===== src/nvmcs_defines.vh =====
// Register map, field positions, reset values and command codes for the NVM command block.
// Assumes inclusion by bare name from the design file; definitions only.
`ifndef NVMCS_DEFINES_VH
`define NVMCS_DEFINES_VH

`define NVMCS_ADDR_W          8
`define NVMCS_OFF_CLKDIV      8'h00
`define NVMCS_OFF_CONFIG      8'h04
`define NVMCS_OFF_STATUS      8'h08
`define NVMCS_OFF_PROT_STAT   8'h0c
`define NVMCS_OFF_PARAM_IDX   8'h10
`define NVMCS_OFF_VERSION     8'h14
`define NVMCS_OFF_IRQ_STAT    8'h18
`define NVMCS_OFF_IRQ_MASK    8'h1c
`define NVMCS_OFF_PARAM_BASE  8'h40
`define NVMCS_PARAM_WORDS     6

`define NVMCS_DIV_W           7
`define NVMCS_BIT_DIV_LOCK    7
`define NVMCS_BIT_DIV_LOADED  8

`define NVMCS_WS_LSB          0
`define NVMCS_WS_W            2
`define NVMCS_WS_RESET        2'h3
`define NVMCS_BIT_FORCE_DF    2

`define NVMCS_BIT_CMD_DONE    0
`define NVMCS_BIT_ACC_ERR     1
`define NVMCS_BIT_DBL_FAULT   2
`define NVMCS_BIT_WS_ACK      0

`define NVMCS_IRQ_W           3

`define NVMCS_CMD_PGM_PFLASH  8'h06
`define NVMCS_CMD_PGM_ONCE    8'h07
`define NVMCS_CMD_ERS_ALL     8'h08
`define NVMCS_CMD_ERS_BLOCK   8'h09
`define NVMCS_CMD_ERS_SECTOR  8'h0a
`define NVMCS_CMD_PGM_EEPROM  8'h11
`define NVMCS_CMD_ERS_EE_SECT 8'h12

`define NVMCS_VERSION_DEFAULT 16'h0001

`endif


===== src/nvmcs_top.v =====
// NVM command parameter array, command launch handshake, read-path wait states
// and divider/version registers behind an APB slave.
// Assumes a command engine and a flash array read port on the same clock,
// and a mode select strap arriving from a pin.
`timescale 1ns/10ps
`include "nvmcs_defines.vh"

module nvmcs_top #(
	parameter [15:0] VERSION_WORD = `NVMCS_VERSION_DEFAULT // Arbitrary neutral value
) (
	input  wire        i_ref_clk,
	input  wire        i_rst,
	input  wire        i_psel,
	input  wire        i_penable,
	input  wire        i_pwrite,
	input  wire [7:0]  i_paddr,
	input  wire [31:0] i_pwdata,
	input  wire [3:0]  i_pstrb,
	output reg  [31:0] o_prdata,
	output wire        o_pready,
	output wire        o_pslverr,
	input  wire        i_special_mode,
	output reg         o_cmd_start,
	output wire [7:0]  o_command_code,
	output wire [23:0] o_cmd_addr,
	output wire [2:0]  o_cmd_word_count,
	output wire [6:0]  o_divider_value,
	input  wire        i_cmd_done,
	input  wire        i_result_we,
	input  wire [2:0]  i_result_idx,
	input  wire [15:0] i_result_data,
	input  wire        i_core_rd_req,
	output wire        o_core_stall,
	output reg         o_core_rd_ack,
	output reg  [31:0] o_core_rdata,
	output reg         o_core_rd_invalid,
	output reg         o_arr_rd_en,
	input  wire [31:0] i_arr_rdata,
	input  wire        i_arr_dbl_err,
	output wire        o_irq
);

	localparam NW = `NVMCS_PARAM_WORDS;
	localparam ST_IDLE = 1'b0;
	localparam ST_BUSY = 1'b1;

	reg  [15:0]              param_word [0:NW-1];
	reg  [2:0]               param_index;
	reg  [`NVMCS_DIV_W-1:0]  divider_value;
	reg                      divider_lock;
	reg                      divider_loaded;
	reg  [`NVMCS_WS_W-1:0]   waitstate_config;
	reg  [`NVMCS_WS_W-1:0]   ws_active;
	reg                      waitstate_ack;
	reg                      force_double_fault;
	reg                      command_complete_flag;
	reg                      access_error_flag;
	reg                      double_fault_flag;
	reg  [`NVMCS_IRQ_W-1:0]  irq_stat;
	reg  [`NVMCS_IRQ_W-1:0]  irq_mask;
	reg                      state;
	reg                      mode_meta;
	reg                      mode_sync;
	reg  [`NVMCS_WS_W-1:0]   ws_cnt;
	reg                      rd_busy;
	reg  [`NVMCS_IRQ_W-1:0]  next_irq_stat;

	wire                     wr_acc;
	wire                     rd_acc;
	wire                     in_array;
	wire [2:0]               arr_idx;
	wire                     mapped;
	wire                     launch;
	wire                     pgm_ers;
	wire                     refuse;
	wire                     dbl_event;
	wire                     rd_done;
	integer                  i;

	assign wr_acc   = i_psel & i_penable & i_pwrite;
	assign rd_acc   = i_psel & i_penable & ~i_pwrite;
	assign in_array = (i_paddr >= `NVMCS_OFF_PARAM_BASE) &&
		(i_paddr < (`NVMCS_OFF_PARAM_BASE + 8'h18)) && (i_paddr[1:0] == 2'h0);
	assign arr_idx  = i_paddr[4:2];
	assign mapped   = in_array ||
		(i_paddr == `NVMCS_OFF_CLKDIV)    || (i_paddr == `NVMCS_OFF_CONFIG)   ||
		(i_paddr == `NVMCS_OFF_STATUS)    || (i_paddr == `NVMCS_OFF_PROT_STAT) ||
		(i_paddr == `NVMCS_OFF_PARAM_IDX) || (i_paddr == `NVMCS_OFF_VERSION)  ||
		(i_paddr == `NVMCS_OFF_IRQ_STAT)  || (i_paddr == `NVMCS_OFF_IRQ_MASK);

	// Zero-wait slave; unmapped addresses answer with an error
	assign o_pready  = 1'b1;
	assign o_pslverr = i_psel & i_penable & ~mapped;

	// Command code in high byte of word 0, address spans word 0 low and word 1
	assign o_command_code   = param_word[0][15:8];
	assign o_cmd_addr       = {param_word[0][7:0], param_word[1]};
	assign o_cmd_word_count = param_index;
	assign o_divider_value  = divider_value;

	// Idle is checked too, so a repeated launch write while busy is harmless
	assign launch = wr_acc && (i_paddr == `NVMCS_OFF_STATUS) &&
		i_pwdata[`NVMCS_BIT_CMD_DONE] && command_complete_flag && (state == ST_IDLE);
	assign pgm_ers = (o_command_code == `NVMCS_CMD_PGM_PFLASH) ||
		(o_command_code == `NVMCS_CMD_PGM_ONCE)   || (o_command_code == `NVMCS_CMD_ERS_ALL) ||
		(o_command_code == `NVMCS_CMD_ERS_BLOCK)  || (o_command_code == `NVMCS_CMD_ERS_SECTOR) ||
		(o_command_code == `NVMCS_CMD_PGM_EEPROM) || (o_command_code == `NVMCS_CMD_ERS_EE_SECT);
	// A refused launch keeps the flag set, so no busy phase is seen
	assign refuse = launch & pgm_ers & ~divider_loaded;

	// Mode strap from a pin
	// Mode gates register writes and the clear of a forced fault, so two cycles of delay are harmless
	always @(posedge i_ref_clk) begin
		if (i_rst) begin
			mode_meta <= 1'b0;
			mode_sync <= 1'b0;
		end else begin
			mode_meta <= i_special_mode;
			mode_sync <= mode_meta;
		end
	end

	// Command launch and completion
	always @(posedge i_ref_clk) begin
		if (i_rst) begin
			state                 <= ST_IDLE;
			command_complete_flag <= 1'b1;
			o_cmd_start           <= 1'b0;
		end else begin
			o_cmd_start <= 1'b0;
			case (state)
				ST_IDLE: begin
					if (launch && !refuse) begin
						command_complete_flag <= 1'b0;
						o_cmd_start           <= 1'b1;
						state                 <= ST_BUSY;
					end
				end
				ST_BUSY: begin
					if (i_cmd_done) begin
						command_complete_flag <= 1'b1;
						state                 <= ST_IDLE;
					end
				end
				default: begin
					state <= ST_IDLE;
				end
			endcase
		end
	end

	// Parameter array: byte lanes from the host, words from the engine
	always @(posedge i_ref_clk) begin
		if (i_rst) begin
			for (i = 0; i < NW; i = i + 1) begin
				param_word[i] <= 16'h0000;
			end
		end else if (state == ST_BUSY) begin
			// Host locked out; only results land here
			// Indices 6 and 7 are dropped, never folded onto a live word
			if (i_result_we && (i_result_idx < 3'h6)) begin
				param_word[i_result_idx] <= i_result_data;
			end
		end else if (wr_acc && in_array && command_complete_flag) begin
			if (i_pstrb[0]) begin
				param_word[arr_idx][7:0] <= i_pwdata[7:0];
			end
			if (i_pstrb[1]) begin
				param_word[arr_idx][15:8] <= i_pwdata[15:8];
			end
		end
	end

	// Index, divider, configuration
	always @(posedge i_ref_clk) begin
		if (i_rst) begin
			param_index        <= 3'h0;
			divider_value      <= {`NVMCS_DIV_W{1'b0}};
			divider_lock       <= 1'b0;
			divider_loaded     <= 1'b0;
			waitstate_config   <= `NVMCS_WS_RESET;
			force_double_fault <= 1'b0;
			irq_mask           <= {`NVMCS_IRQ_W{1'b0}};
		end else if (wr_acc) begin
			if (i_paddr == `NVMCS_OFF_PARAM_IDX && command_complete_flag && i_pstrb[0]) begin
				param_index <= i_pwdata[2:0];
			end
			// Special mode bypasses the lock so test code can retune
			if (i_paddr == `NVMCS_OFF_CLKDIV && (!divider_lock || mode_sync) &&
				command_complete_flag && i_pstrb[0]) begin
				divider_value  <= i_pwdata[`NVMCS_DIV_W-1:0];
				divider_lock   <= i_pwdata[`NVMCS_BIT_DIV_LOCK];
				divider_loaded <= 1'b1;
			end
			if (i_paddr == `NVMCS_OFF_CONFIG && i_pstrb[0]) begin
				waitstate_config <= i_pwdata[`NVMCS_WS_LSB +: `NVMCS_WS_W];
				// Forcing a fault is a test feature, special mode only
				if (mode_sync) begin
					force_double_fault <= i_pwdata[`NVMCS_BIT_FORCE_DF];
				end
			end
			if (i_paddr == `NVMCS_OFF_IRQ_MASK && i_pstrb[0]) begin
				irq_mask <= i_pwdata[`NVMCS_IRQ_W-1:0];
			end
		end else if (!mode_sync) begin
			// A forced fault left from test mode would pin the flag forever
			force_double_fault <= 1'b0;
		end
	end

	// Core read path with wait states
	assign rd_done      = rd_busy && (ws_cnt == ws_active);
	// Stall drops with the ack, the cycle the core takes its data
	assign o_core_stall = i_core_rd_req & ~o_core_rd_ack;
	assign dbl_event    = rd_done & i_arr_dbl_err;

	always @(posedge i_ref_clk) begin
		if (i_rst) begin
			rd_busy           <= 1'b0;
			ws_cnt            <= {`NVMCS_WS_W{1'b0}};
			o_core_rd_ack     <= 1'b0;
			o_core_rdata      <= 32'h00000000;
			o_core_rd_invalid <= 1'b0;
			o_arr_rd_en       <= 1'b0;
		end else begin
			o_core_rd_ack <= 1'b0;
			o_arr_rd_en   <= 1'b0;
			if (rd_done) begin
				rd_busy           <= 1'b0;
				o_core_rd_ack     <= 1'b1;
				o_core_rdata      <= i_arr_rdata;
				// Only a real array fault taints data, not the forced flag
				o_core_rd_invalid <= i_arr_dbl_err;
			end else if (rd_busy) begin
				ws_cnt <= ws_cnt + 1'b1;
			end else if (i_core_rd_req && !o_core_rd_ack) begin
				rd_busy     <= 1'b1;
				ws_cnt      <= {`NVMCS_WS_W{1'b0}};
				o_arr_rd_en <= 1'b1;
			end
		end
	end

	// Wait-state switch waits for an idle read path so no access sees a mixed count
	always @(posedge i_ref_clk) begin
		if (i_rst) begin
			ws_active     <= `NVMCS_WS_RESET;
			waitstate_ack <= 1'b1;
		end else if (wr_acc && i_paddr == `NVMCS_OFF_CONFIG && i_pstrb[0]) begin
			waitstate_ack <= 1'b0;
		end else if (!waitstate_ack && !rd_busy && !i_core_rd_req) begin
			ws_active     <= waitstate_config;
			waitstate_ack <= 1'b1;
		end
	end

	// Status flags; hardware set wins over software clear
	always @(posedge i_ref_clk) begin
		if (i_rst) begin
			access_error_flag <= 1'b0;
			double_fault_flag <= 1'b0;
		end else begin
			if (refuse) begin
				access_error_flag <= 1'b1;
			end else if (wr_acc && i_paddr == `NVMCS_OFF_STATUS &&
				i_pwdata[`NVMCS_BIT_ACC_ERR]) begin
				access_error_flag <= 1'b0;
			end
			if (dbl_event || force_double_fault) begin
				double_fault_flag <= 1'b1;
			end else if (wr_acc && i_paddr == `NVMCS_OFF_STATUS &&
				i_pwdata[`NVMCS_BIT_DBL_FAULT]) begin
				double_fault_flag <= 1'b0;
			end
		end
	end

	// Interrupt status: cleared by reading it, new events survive the read
	always @* begin
		next_irq_stat = irq_stat;
		if (rd_acc && i_paddr == `NVMCS_OFF_IRQ_STAT) begin
			next_irq_stat = {`NVMCS_IRQ_W{1'b0}};
		end
		if (state == ST_BUSY && i_cmd_done) begin
			next_irq_stat[`NVMCS_BIT_CMD_DONE] = 1'b1;
		end
		if (refuse) begin
			next_irq_stat[`NVMCS_BIT_ACC_ERR] = 1'b1;
		end
		if (dbl_event) begin
			next_irq_stat[`NVMCS_BIT_DBL_FAULT] = 1'b1;
		end
	end

	always @(posedge i_ref_clk) begin
		if (i_rst) begin
			irq_stat <= {`NVMCS_IRQ_W{1'b0}};
		end else begin
			irq_stat <= next_irq_stat;
		end
	end

	assign o_irq = |(irq_stat & irq_mask);

	// Read mux; parameter words read as zero while a command runs
	always @* begin
		o_prdata = 32'h00000000;
		if (in_array) begin
			if (command_complete_flag) begin
				o_prdata[15:0] = param_word[arr_idx];
			end
		end else begin
			case (i_paddr)
				`NVMCS_OFF_CLKDIV: begin
					o_prdata[`NVMCS_DIV_W-1:0]       = divider_value;
					o_prdata[`NVMCS_BIT_DIV_LOCK]    = divider_lock;
					o_prdata[`NVMCS_BIT_DIV_LOADED]  = divider_loaded;
				end
				`NVMCS_OFF_CONFIG: begin
					o_prdata[`NVMCS_WS_LSB +: `NVMCS_WS_W] = waitstate_config;
					o_prdata[`NVMCS_BIT_FORCE_DF]          = force_double_fault;
				end
				`NVMCS_OFF_STATUS: begin
					o_prdata[`NVMCS_BIT_CMD_DONE]  = command_complete_flag;
					o_prdata[`NVMCS_BIT_ACC_ERR]   = access_error_flag;
					o_prdata[`NVMCS_BIT_DBL_FAULT] = double_fault_flag;
				end
				`NVMCS_OFF_PROT_STAT: begin
					o_prdata[`NVMCS_BIT_WS_ACK] = waitstate_ack;
				end
				`NVMCS_OFF_PARAM_IDX: begin
					o_prdata[2:0] = param_index;
				end
				`NVMCS_OFF_VERSION: begin
					// Upper bits reserved read zero
					// Values 4'h0 and 4'hf mean no version to software
					o_prdata[3:0] = VERSION_WORD[3:0];
				end
				`NVMCS_OFF_IRQ_STAT: begin
					o_prdata[`NVMCS_IRQ_W-1:0] = irq_stat;
				end
				`NVMCS_OFF_IRQ_MASK: begin
					o_prdata[`NVMCS_IRQ_W-1:0] = irq_mask;
				end
				default: begin
					o_prdata = 32'h00000000;
				end
			endcase
		end
	end

endmodule // nvmcs_top


===== config.mk =====
export PLATFORM = sky130hd
export DESIGN_NAME = nvmcs_top
export DESIGN_NICKNAME = d
export VERILOG_FILES = /design/src/nvmcs_top.v
export VERILOG_INCLUDE_DIRS = /design/src
export SDC_FILE = /design/constraint.sdc
export NUM_CORES = 1
export LEC_CHECK = 0
export BUFFER_PORTS_ARGS = -buffer_cell sky130_fd_sc_hd__buf_2
export CAP_MARGIN = 40
export CELL_PAD_IN_SITES_DETAIL_PLACEMENT = 1
export CELL_PAD_IN_SITES_GLOBAL_PLACEMENT = 1
export CORE_MARGIN = 8
export CORE_UTILIZATION = 42
export DETAILED_ROUTE_END_ITERATION = 6
export GPL_TIMING_DRIVEN = 0
export PLACE_DENSITY = 0.91
export RECOVER_POWER = 25
export SKIP_LAST_GASP = 1
export SLEW_MARGIN = 40
export SYNTH_ARGS = -nofsm -noshare
export SYNTH_HDL_FRONTEND = slang
export SYNTH_SLANG_ARGS = --single-unit

===== constraint.sdc =====
create_clock -name i_ref_clk -period 4.4 [get_ports i_ref_clk]
set_input_delay 1.1 -clock i_ref_clk [delete_from_list [all_inputs] [get_ports i_ref_clk]]
set_output_delay 1.1 -clock i_ref_clk [all_outputs]
set_load 0.1 [all_outputs]

==> results.py <==
metrics = {
    "die": {
        "dieHeight_microns": 160,
        "std_cell_rows": 52,
        "floorplan.die_area_sq_mm": 0.0255,
        "boundaryPins": 219,
        "placeableCoreArea_sq_mm": 0.0202,
        "die_width_microns": 160,
        "effective_utilization_at_floorplan_pct": 42.9,
    },
    "detailed_routing": {
        "avgRoutedWirePerCell_microns": 24.5,
        "wl_mm": 30.9,
        "via_count": 7267,
        "detail_route.iter0.violations": 679,
        "final_antenna_net_count": 0,
        "detail_route.drc_violations": 0,
        "drt_pre_antenna_iters": 6,
        "vias_per_cell": 5.75,
    },
    "synth": {
        "share_of_the_yosys_chip_area_belonging_to_registers_pct": 60.2,
        "syn_inst": 727,
        "synth_compound_gate_area_share_pct": 8.26,
        "post_synth_num_cell_types": 58,
        "synth.area.mux_share_pct": 12.7,
        "synth_edf_count": 128,
        "yosys.area_share.simple_pct": 14.4,
        "yosys-top-cells-area": "edfxtp_1, dfxtp_1, mux4_2",
        "main_combinational_cell_family_by_area_after_synthesis": "simple AND/OR/NAND/NOR gates",
        "postSynth.topFlopCell": "edfxtp_1",
        "total_number_of_yosys_warnings": 0,
        "synth_top_area_share_pct": 44.3,
        "yosys.area_share.xor_xnor_pct": 0.303,
        "synth-adder-area-share_pct": 0,
        "synthesis.area_sq_mm": 0.00868,
        "synth.avg_cell_area_sq_um": 11.9,
        "synth.largest_area_cell": "edfxtp_1",
        "post_synthesis_async_set_or_reset_flop_share_pct": 0,
        "synth_register_bits": 197,
    },
    "critical_path": {
        "cp_top_family": "buffers and inverters",
        "worst-r2r-setup-slack_ps": 1480,
        "worst_r2r_startpoint": "command_complete_flag",
        "required_ps": 3300,
        "cp_data_arrival_time_ps": 3250,
        "r2r.worst_path.cells": 5,
        "worst-path-max-fanout": 10,
        "crit_type": "primary input to output port",
        "cp-end-kind": "output port",
        "cpPeakStageDelay_ps": 480,
        "regToRegEndpoint": "param_word[0][11]",
        "timing.critical_path.slowest_stage_cell": "clkbuf_2",
        "timing.critical_path.cells": "clkbuf_1 > buf_2 > clkbuf_2 > mux2i_1 > o22ai_4 > buf_6",
        "cp-start-kind": "primary input",
        "critPathBufInv": 4,
    },
    "finish": {
        "final_core_util_pct": 53.7,
        "areaGrowthSynthToFinish_pct": 25.3,
        "final_cell_mix": "edfxtp_1, buf_2, nor2_1, nand2_1, clkbuf_1",
        "drive_gt1_share_pct": 25.9,
        "final_net_count": 1082,
        "final_layout_fill_cell_count": 2238,
        "commonest_non_fill_non_tap_cell_in_the_layout": "edfxtp_1",
    },
    "clock_tree": {
        "clock_h_tree_levels": 4,
        "clock_sinks": 197,
        "cts.root.buffer_cell": "clkbuf_16",
        "clk_transition_reported_paths_ps": 70,
        "ctsLongestPathBuffers": 2,
        "tritoncts": "yes",
        "cts-buffers-inserted": 17,
        "cts_hold_buf": 0,
        "clk_latency_ps": 450,
    },
    "global_routing": {
        "globalRoute.totalOverflow": 0,
        "grt_pass1_wl_mm": 45.6,
        "grt_start_max_net_pins": 20,
        "gr-usage-all-layers_pct": 23.4,
        "first_global_vias": 7582,
        "grt_util_met3_pct": 5.99,
        "antenna_violations_before_repair": 4,
        "global_route.usage.met1_pct": 26.8,
        "grtUsageMet2_pct": 39.6,
        "busiest_layer_in_global_routing": "met2",
    },
    "timing": {
        "finalCritPeriodShare_pct": 98.9,
        "setup_viol_count_final": 0,
        "timing.final.crit_period_ps": 4350,
        "finalMaxSlewViolations": 0,
        "worst-slew-pin-transition_ps": 1250,
        "rsz0062_at_grt": "no",
        "report.final.hold_viol_count": 0,
        "layout_skew_ps": 21.6,
        "maximum_clock_frequency_ghz": 0.230,
        "timing.slew.headroom_pct": 17.2,
    },
    "flow_run": {
        "cap_viol_max_count": 0,
    },
    "min_path": {
        "timing.hold.worst.start": "o_core_rdata[8]",
        "hold_end": "o_core_rdata[8]",
        "cell_count_of_the_worst_hold_path": 2,
        "worst_hold_path_type": "flip-flop to flip-flop",
    },
    "pwr": {
        "vdd_ir_drop_max_mv": 0.256,
        "powerDensity_mw_per_mm2": 378,
        "finalPower_w": 0.00411,
        "cellLeakagePower_nw": 4.14,
    },
    "outcome": {
        "result_of_the_run": "completed",
    },
    "placement": {
        "hpwlAfterDp_mm": 22.2,
        "globalplace.congestion": 0.844,
        "io_buffer_count": 181,
    },
}
final cells by class:
cell class / instances / area [sq um] / area share, %
clock buffers: 17 / 425 / 3.91
clock inverters: 15 / 186 / 1.72
flip-flops and latches: 197 / 5230 / 48.1
inverters: 18 / 67.6 / 0.622
repair buffers: 185 / 918 / 8.45
well taps: 270 / 338 / 3.11
plain buffers: 55 / 294 / 2.71
diodes: 4 / 10.0 / 0.0921
multi-input cells: 503 / 3400 / 31.3
worst max path at each step:
stage / startpoint / depth (start not counted) / end / slack (ps)
detailed placement: i_paddr[4] / 6 / o_prdata[0] / -610
CTS: i_paddr[3] / 7 / o_prdata[0] / 50
finish: i_paddr[4] / 6 / o_prdata[0] / 50
global route: i_paddr[4] / 6 / o_prdata[0] / 30
global placement: i_paddr[4] / 6 / o_prdata[0] / -510
floorplan: i_paddr[1] / 5 / o_prdata[3] / -440
cells in the mapped netlist (all sizes together), types with 4 or more instances:
library cell,number
a21oi,43
a22oi,14
a31o,5
a32o,6
and3,5
buf,29
clkbuf,27
dfxtp,69
edfxtp,128
inv,18
mux2i,34
mux4,34
nand2,105
nand3,4
nand4,6
nor2,118
nor2b,10
nor3,6
nor4,4
o211ai,4
o21ai,15
sequential cells by signal, indices dropped and copies added (netlist names), 2 cells and up:
register	count
irq_mask	3
irq_stat	3
waitstate_config	2
param_word	128
ws_cnt	2
o_core_rdata	32
o_divider_value	7
ws_active	2
o_cmd_word_count	3
per-layer routing:
layer / wire, microns / vias up
met5: 0 / -
met4: 1380 / 0
met3: 2700 / 111
met2: 15200 / 457
met1: 11600 / 3608
li1: - / 3091
what timing repair did:
action	CTS	global route
setup buffers	0	2
setup endpoints to repair	16	7
gates resized for setup	25	3
gates cloned	0	0
pin swaps	0	1
hold endpoints to repair	0	0
per-stage QoR:
step / worst slack [ps] / cell area, sq um / instances / hold slack (ps) / setup TNS (ps)
floorplan: -435 / 8950 / 774 / 414 / -2610
global placement: -505 / 10200 / 1225 / 430 / -5720
detailed placement: -609 / 10200 / 1227 / 445 / -6120
CTS: 49.7 / 10900 / 1258 / 456 / 0
global route: 27.6 / 10900 / 1264 / 472 / 0
finish: 49.5 / 10900 / 1264 / 458 / 0
worst register-to-register path, cell delays in order (launching register included):
cell     delay [ps]
dfxtp_1         440
nand2_1         160
nor3_2          730
a31o_2          360
nand2_2         180
o21ai_1         690
cell families after synthesis:
family                    Yosys count
other                               2
xor gates and xnor gates            3
and+or+nand+nor                   276
DFF                               197
muxes                              68
AOI/OAI and AO/OA                 107
buffers and inverters              74
where the power goes:
part	total [W]	internal, W	switching, W
registers	0.00203	0.00200	0.0000230
clock network	0.00164	0.000867	0.000776
logic	0.000442	0.000116	0.000326
total	0.00411	0.00299	0.00112
No activity file was read; power rests on OpenSTA's default activity.
